**config.mk**
```make
export PLATFORM = sky130hd
export DESIGN_NAME = mgr_register_bank
export DESIGN_NICKNAME = d
export VERILOG_FILES = /design/src/hw/mgr_pkg.sv /design/src/hw/mgr_sample_latch.sv /design/src/hw/mgr_register_bank.sv
export VERILOG_INCLUDE_DIRS = /design/src /design/src/hw
export SDC_FILE = /design/constraint.sdc
export NUM_CORES = 1
export LEC_CHECK = 0
export BUFFER_PORTS_ARGS = -buffer_cell sky130_fd_sc_hd__buf_2
export CAP_MARGIN = 5
export CORE_ASPECT_RATIO = 2
export CORE_MARGIN = 2
export CORE_UTILIZATION = 40
export CTS_CLUSTER_DIAMETER = 50
export DETAILED_ROUTE_END_ITERATION = 10
export MAX_ROUTING_LAYER = met4
export PLACE_DENSITY = 0.76
export SYNTH_ARGS = -nofsm -noshare
export SYNTH_HDL_FRONTEND = slang
export SYNTH_SLANG_ARGS = --single-unit
```
**constraint.sdc**
```tcl
create_clock -name mclk -period 1.9 [get_ports mclk]
set_input_delay 0.19 -clock mclk [delete_from_list [all_inputs] [get_ports mclk]]
set_output_delay 0.19 -clock mclk [all_outputs]
set_load 0.1 [all_outputs]
```
**src/hw/mgr_params.svh**
```systemverilog
// Constants of the magnetometer register bank: indices, field positions, reset values
`ifndef MGR_PARAMS_SVH
`define MGR_PARAMS_SVH

// ----------------------------------------------------------------------------
// Register indices (byte address on the bus is four times the index)
// ----------------------------------------------------------------------------
`define MGR_IDX_CHIP_IDENTITY        8'h40
`define MGR_IDX_RESERVED_SLOT        8'h41
`define MGR_IDX_FIELD_X_LOW          8'h42
`define MGR_IDX_FIELD_X_HIGH         8'h43
`define MGR_IDX_FIELD_Y_LOW          8'h44
`define MGR_IDX_FIELD_Y_HIGH         8'h45
`define MGR_IDX_FIELD_Z_LOW          8'h46
`define MGR_IDX_FIELD_Z_HIGH         8'h47
`define MGR_IDX_HALL_LOW             8'h48
`define MGR_IDX_HALL_HIGH            8'h49
`define MGR_IDX_INTERRUPT_FLAGS      8'h4A
`define MGR_IDX_POWER_AND_RESET      8'h4B
`define MGR_IDX_OPERATION_RATE       8'h4C
`define MGR_IDX_INTERRUPT_ENABLES    8'h4D
`define MGR_IDX_PIN_AND_AXIS         8'h4E
`define MGR_IDX_LOW_LIMIT            8'h4F
`define MGR_IDX_HIGH_LIMIT           8'h50
`define MGR_IDX_XY_REPEAT            8'h51
`define MGR_IDX_Z_REPEAT             8'h52

// ----------------------------------------------------------------------------
// Field positions of the power and reset control register
// ----------------------------------------------------------------------------
`define MGR_PWR_ON_BIT               0
`define MGR_SOFT_RESET_LOW_BIT       1
`define MGR_SPI3_BIT                 2
`define MGR_SOFT_RESET_HIGH_BIT      7

// ----------------------------------------------------------------------------
// Reset values
// ----------------------------------------------------------------------------
`define MGR_RST_POWER_ON             1'b1
`define MGR_RST_OPERATION_RATE       8'h06
`define MGR_RST_INTERRUPT_ENABLES    8'h3F
`define MGR_RST_PIN_AND_AXIS         8'h07
`define MGR_RST_ZERO_BYTE            8'h00
`define MGR_RST_SELFTEST             1'b1

// ----------------------------------------------------------------------------
// Sample layout: x 13, y 13, z 15, hall 14 bits
// ----------------------------------------------------------------------------
`define MGR_X_WIDTH                  13
`define MGR_Y_WIDTH                  13
`define MGR_Z_WIDTH                  15
`define MGR_HALL_WIDTH               14

`endif

```
**src/hw/mgr_pkg.sv**
```systemverilog
// Types shared by the magnetometer register bank
`default_nettype none
package mgr_pkg;

  // --------------------------------------------------------------------------
  // State of the bus slave and control registers
  // --------------------------------------------------------------------------
  typedef struct packed {
    logic [7:0] readData;
    logic       slaveError;
    logic       powerOn;
    logic       spi3Wire;
    logic [7:0] operationRate;
    logic [7:0] interruptEnables;
    logic [7:0] pinAndAxis;
    logic [7:0] lowLimit;
    logic [7:0] highLimit;
    logic [7:0] xyRepeat;
    logic [7:0] zRepeat;
    logic       softResetPulse;
    logic       pairPending;
  } mgr_state_type;

endpackage : mgr_pkg
`default_nettype wire

```
**src/hw/mgr_sample_latch.sv**
```systemverilog
// Holding register for one complete field sample, frozen while a pair is being read
`timescale 1ns/10ps
`default_nettype none
module mgr_sample_latch #(
  parameter int          WIDTH     = 59,
  parameter [WIDTH-1:0]  RESET_VAL = '0
) (
  input  wire logic              mclk,
  input  wire logic              resetn,
  input  wire logic              sampleValid,
  input  wire logic              holdSample,
  input  wire logic [WIDTH-1:0]  sampleIn,
  output logic      [WIDTH-1:0]  sampleHeld
);
  typedef struct packed {
    logic [WIDTH-1:0] held;
  } mgr_latch_state_type;

  mgr_latch_state_type s_q;
  mgr_latch_state_type s_d;

  // A sample arriving while the host is between low and high byte is dropped
  always_comb begin
    s_d = s_q;
    if (sampleValid && !holdSample) begin
      s_d.held = sampleIn;
    end
  end

  always_ff @(posedge mclk) begin
    if (!resetn) begin
      s_q.held <= RESET_VAL;
    end else begin
      s_q <= s_d;
    end
  end

  assign sampleHeld = s_q.held;
endmodule : mgr_sample_latch
`default_nettype wire

```
**src/hw/mgr_register_bank.sv**
```systemverilog
// APB register bank of a three-axis magnetometer
//
// Overview of operation
// - The identity register returns its value only while the power bit (bit 0 of power) is one, else zero.
// - A read-only eight-bit identity register sits at index 0x40 and holds a fixed identity value.
// - Low x carries x bits 4..0 in bits 7..3, x bit 0 in bit 3, and bits 2 and 1 read zero.
// - Bit 0 of low x is the x self-test flag, which reads one by default.
// - High x carries x bits 12..5 in bits 7..0, bit 7 being the top bit.
// - The thirteen-bit x sample is high x at index 0x43 joined with the five data bits of low x.
// - Index 0x41 is reserved and has no function.
// - A soft reset starts only when bits 7 and 1 of power are both written as one.
//
// Our own choice: the APB register port.
`timescale 1ns/10ps
`default_nettype none
`include "mgr_params.svh"
module mgr_register_bank #(
  parameter int        ADDR_WIDTH    = 12,
  parameter logic [7:0] CHIP_IDENTITY = 8'h5A  // Arbitrary value
) (
  input  wire logic                   mclk,
  input  wire logic                   resetn,
  input  wire logic                   psel,
  input  wire logic                   penable,
  input  wire logic                   pwrite,
  input  wire logic [ADDR_WIDTH-1:0]  paddr,
  input  wire logic [31:0]            pwdata,
  output logic      [31:0]            prdata,
  output logic                        pready,
  output logic                        pslverr,
  input  wire logic                   sampleValid,
  input  wire logic [12:0]            xField,
  input  wire logic [12:0]            yField,
  input  wire logic [14:0]            zField,
  input  wire logic [13:0]            hallField,
  input  wire logic                   xSelfTest,
  input  wire logic                   ySelfTest,
  input  wire logic                   zSelfTest,
  input  wire logic                   dataReady,
  input  wire logic [7:0]             interruptFlags,
  output logic                        powerOn,
  output logic                        spi3Wire,
  output logic                        softResetPulse,
  output logic      [7:0]             operationRate,
  output logic      [7:0]             interruptEnables,
  output logic      [7:0]             pinAndAxis,
  output logic      [7:0]             lowLimit,
  output logic      [7:0]             highLimit,
  output logic      [7:0]             xyRepeat,
  output logic      [7:0]             zRepeat
);
  import mgr_pkg::*;

  // --------------------------------------------------------------------------
  // Held sample
  // --------------------------------------------------------------------------
  localparam int SAMPLE_W = `MGR_X_WIDTH + `MGR_Y_WIDTH + `MGR_Z_WIDTH + `MGR_HALL_WIDTH + 4;
  localparam logic [SAMPLE_W-1:0] SAMPLE_RST = {{(SAMPLE_W-4){1'b0}},
                                                `MGR_RST_SELFTEST, `MGR_RST_SELFTEST, `MGR_RST_SELFTEST, 1'b0};

  mgr_state_type          s_q;
  mgr_state_type          s_d;
  logic [SAMPLE_W-1:0]    sampleHeld;
  logic [12:0]            heldX;
  logic [12:0]            heldY;
  logic [14:0]            heldZ;
  logic [13:0]            heldHall;
  logic                   heldStX;
  logic                   heldStY;
  logic                   heldStZ;
  logic                   heldReady;
  logic [7:0]             regIndex;
  logic                   addrInRange;
  logic                   setupPhase;
  logic                   writeAccess;
  logic [7:0]             wByte;
  logic                   freezeSample;

  // All axes live in one latch so that every low/high pair comes from one sample
  mgr_sample_latch #(
    .WIDTH     (SAMPLE_W),
    .RESET_VAL (SAMPLE_RST)
  ) u_mgr_sample_latch (
    .mclk        (mclk),
    .resetn      (resetn),
    .sampleValid (sampleValid),
    .holdSample  (freezeSample),
    .sampleIn    ({xField, yField, zField, hallField, xSelfTest, ySelfTest, zSelfTest, dataReady}),
    .sampleHeld  (sampleHeld)
  );

  assign {heldX, heldY, heldZ, heldHall, heldStX, heldStY, heldStZ, heldReady} = sampleHeld;

  // --------------------------------------------------------------------------
  // Bus decode
  // --------------------------------------------------------------------------
  assign regIndex    = paddr[9:2];
  assign addrInRange = (paddr[1:0] == 2'b00) && (paddr >> 10 == '0) &&
                       (regIndex >= `MGR_IDX_CHIP_IDENTITY) && (regIndex <= `MGR_IDX_Z_REPEAT);
  assign setupPhase  = psel && !penable;
  assign writeAccess = psel && penable && pwrite && !s_q.slaveError;
  assign wByte       = pwdata[7:0];

  // --------------------------------------------------------------------------
  // Read multiplexer
  // --------------------------------------------------------------------------
  function automatic logic [7:0] readByte(input logic [7:0] idx, input mgr_state_type st);
    logic [7:0] value;
    value = 8'h00;
    case (idx)
      `MGR_IDX_CHIP_IDENTITY:     value = st.powerOn ? CHIP_IDENTITY : 8'h00;
      `MGR_IDX_RESERVED_SLOT:     value = 8'h00;
      `MGR_IDX_FIELD_X_LOW:       value = {heldX[4:0], 2'b00, heldStX};
      `MGR_IDX_FIELD_X_HIGH:      value = heldX[12:5];
      `MGR_IDX_FIELD_Y_LOW:       value = {heldY[4:0], 2'b00, heldStY};
      `MGR_IDX_FIELD_Y_HIGH:      value = heldY[12:5];
      `MGR_IDX_FIELD_Z_LOW:       value = {heldZ[6:0], heldStZ};
      `MGR_IDX_FIELD_Z_HIGH:      value = heldZ[14:7];
      `MGR_IDX_HALL_LOW:          value = {heldHall[5:0], 1'b0, heldReady};
      `MGR_IDX_HALL_HIGH:         value = heldHall[13:6];
      `MGR_IDX_INTERRUPT_FLAGS:   value = interruptFlags;
      // Soft reset bits clear themselves and always read zero
      `MGR_IDX_POWER_AND_RESET:   value = {5'h00, st.spi3Wire, 1'b0, st.powerOn};
      `MGR_IDX_OPERATION_RATE:    value = st.operationRate;
      `MGR_IDX_INTERRUPT_ENABLES: value = st.interruptEnables;
      `MGR_IDX_PIN_AND_AXIS:      value = st.pinAndAxis;
      `MGR_IDX_LOW_LIMIT:         value = st.lowLimit;
      `MGR_IDX_HIGH_LIMIT:        value = st.highLimit;
      `MGR_IDX_XY_REPEAT:         value = st.xyRepeat;
      `MGR_IDX_Z_REPEAT:          value = st.zRepeat;
      default:                    value = 8'h00;
    endcase
    return value;
  endfunction : readByte

  function automatic logic isLowField(input logic [7:0] idx);
    return (idx == `MGR_IDX_FIELD_X_LOW) || (idx == `MGR_IDX_FIELD_Y_LOW) ||
           (idx == `MGR_IDX_FIELD_Z_LOW) || (idx == `MGR_IDX_HALL_LOW);
  endfunction : isLowField

  function automatic logic isHighField(input logic [7:0] idx);
    return (idx == `MGR_IDX_FIELD_X_HIGH) || (idx == `MGR_IDX_FIELD_Y_HIGH) ||
           (idx == `MGR_IDX_FIELD_Z_HIGH) || (idx == `MGR_IDX_HALL_HIGH);
  endfunction : isHighField

  // Freeze from the low read's own setup edge, else a sample landing there splits the pair
  assign freezeSample = s_q.pairPending ||
                        (setupPhase && !pwrite && addrInRange && isLowField(regIndex));

  // --------------------------------------------------------------------------
  // Next state
  // --------------------------------------------------------------------------
  always_comb begin
    s_d                = s_q;
    s_d.softResetPulse = 1'b0;
    // Answer is prepared in the setup cycle so the access cycle needs no wait
    if (setupPhase) begin
      s_d.slaveError = !addrInRange;
      s_d.readData   = addrInRange ? readByte(regIndex, s_q) : 8'h00;
      if (!pwrite && addrInRange && isLowField(regIndex)) begin
        s_d.pairPending = 1'b1;
      end else if (!pwrite && addrInRange && isHighField(regIndex)) begin
        s_d.pairPending = 1'b0;
      end else if (pwrite) begin
        s_d.pairPending = 1'b0;
      end
    end
    if (writeAccess) begin
      case (regIndex)
        `MGR_IDX_POWER_AND_RESET: begin
          s_d.powerOn  = wByte[`MGR_PWR_ON_BIT];
          s_d.spi3Wire = wByte[`MGR_SPI3_BIT];
          // Ignored while suspended; both bits must be one together
          s_d.softResetPulse = wByte[`MGR_SOFT_RESET_HIGH_BIT] &&
                               wByte[`MGR_SOFT_RESET_LOW_BIT] && s_q.powerOn;
        end
        `MGR_IDX_OPERATION_RATE:    s_d.operationRate    = wByte;
        `MGR_IDX_INTERRUPT_ENABLES: s_d.interruptEnables = wByte;
        `MGR_IDX_PIN_AND_AXIS:      s_d.pinAndAxis       = wByte;
        `MGR_IDX_LOW_LIMIT:         s_d.lowLimit         = wByte;
        `MGR_IDX_HIGH_LIMIT:        s_d.highLimit        = wByte;
        `MGR_IDX_XY_REPEAT:         s_d.xyRepeat         = wByte;
        `MGR_IDX_Z_REPEAT:          s_d.zRepeat          = wByte;
        default: begin
        end
      endcase
    end
    // Soft reset restores every control register except the power register
    if (s_q.softResetPulse) begin
      s_d.operationRate    = `MGR_RST_OPERATION_RATE;
      s_d.interruptEnables = `MGR_RST_INTERRUPT_ENABLES;
      s_d.pinAndAxis       = `MGR_RST_PIN_AND_AXIS;
      s_d.lowLimit         = `MGR_RST_ZERO_BYTE;
      s_d.highLimit        = `MGR_RST_ZERO_BYTE;
      s_d.xyRepeat         = `MGR_RST_ZERO_BYTE;
      s_d.zRepeat          = `MGR_RST_ZERO_BYTE;
    end
  end

  // --------------------------------------------------------------------------
  // State register
  // --------------------------------------------------------------------------
  always_ff @(posedge mclk) begin
    if (!resetn) begin
      s_q.readData         <= `MGR_RST_ZERO_BYTE;
      s_q.slaveError       <= 1'b0;
      s_q.powerOn          <= `MGR_RST_POWER_ON;
      s_q.spi3Wire         <= 1'b0;
      s_q.operationRate    <= `MGR_RST_OPERATION_RATE;
      s_q.interruptEnables <= `MGR_RST_INTERRUPT_ENABLES;
      s_q.pinAndAxis       <= `MGR_RST_PIN_AND_AXIS;
      s_q.lowLimit         <= `MGR_RST_ZERO_BYTE;
      s_q.highLimit        <= `MGR_RST_ZERO_BYTE;
      s_q.xyRepeat         <= `MGR_RST_ZERO_BYTE;
      s_q.zRepeat          <= `MGR_RST_ZERO_BYTE;
      s_q.softResetPulse   <= 1'b0;
      s_q.pairPending      <= 1'b0;
    end else begin
      s_q <= s_d;
    end
  end

  // --------------------------------------------------------------------------
  // Outputs
  // --------------------------------------------------------------------------
  assign prdata           = {24'h00_0000, s_q.readData};
  assign pready           = psel && penable;
  assign pslverr          = psel && penable && s_q.slaveError;
  assign powerOn          = s_q.powerOn;
  assign spi3Wire         = s_q.spi3Wire;
  assign softResetPulse   = s_q.softResetPulse;
  assign operationRate    = s_q.operationRate;
  assign interruptEnables = s_q.interruptEnables;
  assign pinAndAxis       = s_q.pinAndAxis;
  assign lowLimit         = s_q.lowLimit;
  assign highLimit        = s_q.highLimit;
  assign xyRepeat         = s_q.xyRepeat;
  assign zRepeat          = s_q.zRepeat;

  logic        readSetup;
  logic [12:0] xAtLowRead;
  assign readSetup = setupPhase && !pwrite && addrInRange;

  always_ff @(posedge mclk) begin
    if (!resetn) begin
      xAtLowRead <= 13'h0000;
    end else if (readSetup && isLowField(regIndex)) begin
      xAtLowRead <= heldX;
    end
  end
endmodule : mgr_register_bank
`default_nettype wire

```
Word-level counts from Yosys, hierarchy flattened
Index checks and enable logic that the tools add are counted.
{"block": "word_totals", "output_inout_bits": 93, "in_bits": 117, "regBits": 128, "elab_cells": 84}
{"block": "op_classes", "n_mux": 6, "bitwise_logic": 1, "magnitude_cmp": 2, "reduce_logical": 43, "eq_ne": 18}
{"cell": "equality test 8 x 7 -> 1 bit (second input constant)", "count": 18}
{"cell": "case mux 8 bit (18 select lines)", "count": 1}
{"cell": "AND reduction 2 bit", "count": 9}
{"cell": "logical AND 1 bit", "count": 17}
{"cell": "logical NOT 12 bit", "count": 1}
{"cell": ">= comparator 8 x 7 -> 1 bit (second input constant)", "count": 1}
{"cell": "less-or-equal comparator 8 x 7 -> 1 bit (second input constant)", "count": 1}
{"cell": "two-way mux 8 bit", "count": 1}
{"cell": "logical OR 1 bit", "count": 7}
{"cell": "two-way mux 7 bit", "count": 1}
{"cell": "logical NOT 1 bit", "count": 5}
{"cell": "two-way mux 1 bit", "count": 3}
{"cell": "AND reduction 3 bit", "count": 1}
{"cell": "nonzero test 3 bit", "count": 1}
{"cell": "logical NOT 2 bit", "count": 1}
{"cell": "OR reduction 2 bit", "count": 1}
{"cell": "inverter 1 bit", "count": 1}

Logic depth before layout (Yosys ltp)
{"block": "logic_depth", "depth_word": 9, "ltp_mapped": 8}

Modules after synthesis
A second synthesis with hierarchy kept.
{"block": "unflattened", "cells_unflattened": 831, "area_unflattened_um2": 6966.7}
{"mod": "mgr_register_bank", "instances": 1, "cells_per_inst": 574, "area_each_um2": 4600.7, "seq_area_each_um2": 1381.3}
{"mod": "mgr_sample_latch", "instances": 1, "cells_per_inst": 257, "area_each_um2": 2366.0, "seq_area_each_um2": 1181.1}

Worst setup path before layout
No wires, ideal clock.
{"block": "synth_path", "path_kind": "register -> register", "start": "reg powerOn (netlist name)", "end": "reg s_q, in the netlist prdata[3]", "path_slack_ps": -195, "setup_ps": 95, "required_ps": 1805, "path_buffers": 0, "synth_period_minus_slack_ps": 2095, "path_stages_with_launch": 6, "t_arrival_ps": 2000, "cell_sequence": "dfxtp_1 nor3b_1 a31oi_1 o22a_1 o2bb2a_1 a221oi_1"}
{"block": "synth_via", "elab_chain_len": 3}
{"element": "two-way mux 7 bit", "line_no": "mgr_register_bank.sv:111", "rtl": "`MGR_IDX_CHIP_IDENTITY: value = st.powerOn ? CHIP_IDENTITY : 8'h00;"}
{"element": "case mux 8 bit (18 select lines)", "line_no": "mgr_register_bank.sv:110", "rtl": "case (idx)"}
{"element": "two-way mux 8 bit", "line_no": "mgr_register_bank.sv:159", "rtl": "s_d.readData = addrInRange ? readByte(regIndex, s_q) : 8'h00;"}
{"element": "to (decl)", "line_no": "mgr_register_bank.sv:61", "rtl": "mgr_state_type s_q;"}
No other way between the ends.
A chain may end at the register's enable or synchronous reset.

Worst setup path in the final report
{"block": "layout_path", "start": "reg powerOn (netlist name)", "end": "reg s_q, in the netlist prdata[0]"}
{"block": "layout_via", "elab_chain_len": 2}
{"element": "case mux 8 bit (18 select lines)", "line_no": "mgr_register_bank.sv:110"}
{"element": "two-way mux 8 bit", "line_no": "mgr_register_bank.sv:159"}
No other way between the ends.

==> results.md <==
* Synth cell count leaders: dfxtp_1 (128), mux2i_1 (116), nor2_1 (98)
* Pwr per Cell Area at 837.1 mW/mm^2
* Critical Path RT at 2.22 ns
* Hold endpoint: u_mgr_sample_latch.sampleHeld[55]
* I/O pin count at 210
* P_int at 5.491 mW
* Critical path type: reg -> reg
* GRT Total Usage at 26.75%
* WHS Path Cells at 3
* Worst r2r src: powerOn
* Initial Util at 40.77%
* Post-cts gate resize count at 0
* Crit-path max FO at 7
* Total Nets Final at 1070
* Peak Freq at 0.5656 GHz
* Most frequent cell after synthesis: dfxtp_1
* GRT overflow at 0
* Clock Power Share at 48.9%
* Synth top area cells: dfxtp_1 (37%), mux2i_1 (17%), buf_4 (10%), nor2_1 (5.4%), nand2_1 (3.5%)
* Ys async rst share at 0%
* Final ANT Viol Nets at 0
* Cell accounting for the most synthesized area: dfxtp_1
* CTS tree: yes
* Number of synthesized register bits at 128
* Post-Route WL at 23.45 mm
* Leak at 4.020 nW
* Worst hold start: xField[9]
* Top_reg_cell synth: dfxtp_1
* GRT busiest layer: met2
* Die Y at 188.9 um
* Psw at 1.948 mW
* Largest net degree at the start of global routing at 55
* Num CTS Buffers at 17
* Type of origin of the critical path: flip-flop
* Fin crit period at 1.768 ns
* Post-synth EDFFs at 0
* Slew Viols, Final at 0
* Clock Sinks at 128
* Maximum vdd drop at 0.6613 mV
* Status: finished with violations
* Cell Rows at 67
* Worst path arrival time at 2.09 ns
* Port bufs at 161
* Synth top area share at 37.49%
* Setup bufs post-CTS at 0
* Power Total at 7.439 mW
* Synth warn at 0
* Syn Inst Count at 766
* Clk slew on worst S/H paths at 0.06 ns
* Final hold slack at -0.0001860 ns
* Initial antenna violation count at 1
* DRT iter0 DRCs at 329
* Routed length per instance at 19.99 um
* Area of the core at 0.01677 mm^2
* H-tree Lvls at 4
* Count of different cell masters after synthesis at 66
* Total vias in the final route at 6386
* Met2 usage at 45.73%
* Worst-Margin Slew at 0.5311 ns
* DRC errors left at 0
* Combinational power share at 13.2%
* Met3 Resource Use GR at 4.337%
* Proportion of layout cells with a drive suffix above 1 at 31.81%
* Net Sw Frac at 26.18%
* Hold/Removal Path Class: in -> reg
* Root Driver: clkbuf_16
* Worst-skew pair later-pin latency at 0.43 ns
* First-pass GRT wire length at 34.83 mm
* Critical Path Sink Type: flip-flop
* R2R cell count at 5
* RSZ-0062 raised after global routing: false
* Worst R2R End: prdata[0]
* Synth-to-layout area growth at 30.02%
* Drt via density at 5.444
* Number of global-route vias before repair at 6161
* Mapped Avg Cell Area at 8.923 um^2
* Slew margin rel. at 64.84%
* M1 GR Usage at 26.96%
* Clock tree buffer depth at 2
* Final GP Congestion at 0.9813
* Failing checks: hold timing
* First-pass DRT Iterations at 5
* Final hold viol count at 1
* Die area at 0.01821 mm^2
* Seq/Total Area, Yosys at 37.49%
* Mapped Area at 0.006835 mm^2
* Die X at 96.44 um
* Final period util at 93.06%
* Flop2flop setup slack at 0.13 ns
* Reg power frac at 37.8%
* Hpwl dp at 17.87 mm
* Clk_skew at 0.008960 ns
* Final setup vio count at 0
* Max-cap viol count at 0
## per-layer routing
| layer | wire length (um) | vias to the layer above |
|---|---|---|
| li1 | - | 2965 |
| met1 | 8223 | 2995 |
| met2 | 12230 | 324 |
| met3 | 1267 | 102 |
| met4 | 1731 | 0 |
| met5 | 0 | - |
## cells in the final DEF (no fill, tap or decap), types with 6 or more instances in the layout
master,Yosys,layout
a22oi_1,8,8
a21oi_1,18,18
and4_1,7,7
dlygate4sd3_1,0,38
clkbuf_16,0,17
buf_4,93,79
nand3_1,31,31
mux2_2,9,9
and3b_1,6,6
a221oi_1,10,10
nand4_1,10,10
o21ai_0,15,15
buf_12,0,9
nor2_1,98,98
dfxtp_1,128,127
conb_1,1,24
nand2_1,64,64
mux2i_1,116,116
buf_2,9,161
nor2b_1,9,9
## stage by stage
| step | utilization [%] | cell area (um^2) | setup slack [ns] | TNS, ns | instances |
|---|---|---|---|---|---|
| global placement | 46.85 | 7855 | -0.1221 | -1.166 | 1103 |
| floorplan | - | 6939 | -0.01565 | -0.06690 | 789 |
| finish | 53.01 | 8887 | 0.1318 | 0 | 1173 |
| detailed placement | 46.85 | 7855 | -0.1217 | -3.188 | 1103 |
| global route | 53.01 | 8887 | 0.02052 | 0 | 1173 |
| CTS | 52.99 | 8885 | 0.1335 | 0 | 1172 |
## flip-flops by register name, summed over array words and instances, names as in the netlist
register / count
zRepeat: 8
lowLimit: 8
s_q: 2
u_mgr_sample_latch.sampleHeld: 59
powerOn: 1
prdata: 8
interruptEnables: 8
softResetPulse: 1
pinAndAxis: 8
xyRepeat: 8
spi3Wire: 1
highLimit: 8
operationRate: 8
## power groups by stage
stage | Sequential [mW] | Clock, mW | Combinational (mW)
detailed placement | 2.87 | 0 | 0.909
finish | 2.81 | 3.64 | 0.985
CTS | 2.81 | 3.67 | 0.970
global placement | 2.87 | 0 | 0.901
global route | 2.82 | 3.78 | 1.04
floorplan | 2.85 | 0 | 0.628
## worst max-delay path: stages, from the launching register on
cell       delay, ns
dfxtp_2         0.39
and4b_1         0.25
a32o_1          0.25
a2111oi_0       0.38
nand3_1         0.13
o221a_2         0.26
## area by class of cell
class	instances	area [um^2]
sequential	128	2564
antenna	1	2.502
timing repair buffer	287	1959
clock inverter	13	210.2
clock buffer	18	439.2
tap	207	259.0
inverter	6	22.52
fill	1558	7879
multi-input combinational	513	3431
## how the worst max path moves through the flow
stage / startpoint / endpoint / slack [ns] / cells past startpoint
2_1_floorplan: paddr[9] / u_mgr_sample_latch.sampleHeld[1] / -0.02 / 8
3_3_place_gp: paddr[9] / prdata[3] / -0.12 / 8
3_5_place_dp: paddr[7] / prdata[3] / -0.12 / 7
4_1_cts: powerOn / prdata[0] / 0.13 / 5
5_1_grt: powerOn / prdata[0] / 0.02 / 5
6_report: powerOn / prdata[0] / 0.13 / 5
## kinds of logic after synthesis
family | after synthesis | synth area share (%)
AOI/OAI and AO/OA | 98 | 10.62
muxes | 127 | 19.13
and+or+nand+nor | 264 | 19.04
other | 1 | 0.05486
DFF | 128 | 37.49
buffers and inverters | 148 | 13.67
## repair_timing
item,in CTS,in global routing
hold buffers,38,0
endpoints found under the setup margin,0,0
hold endpoints to repair,38,0
(Power assumes the default switching activity.)
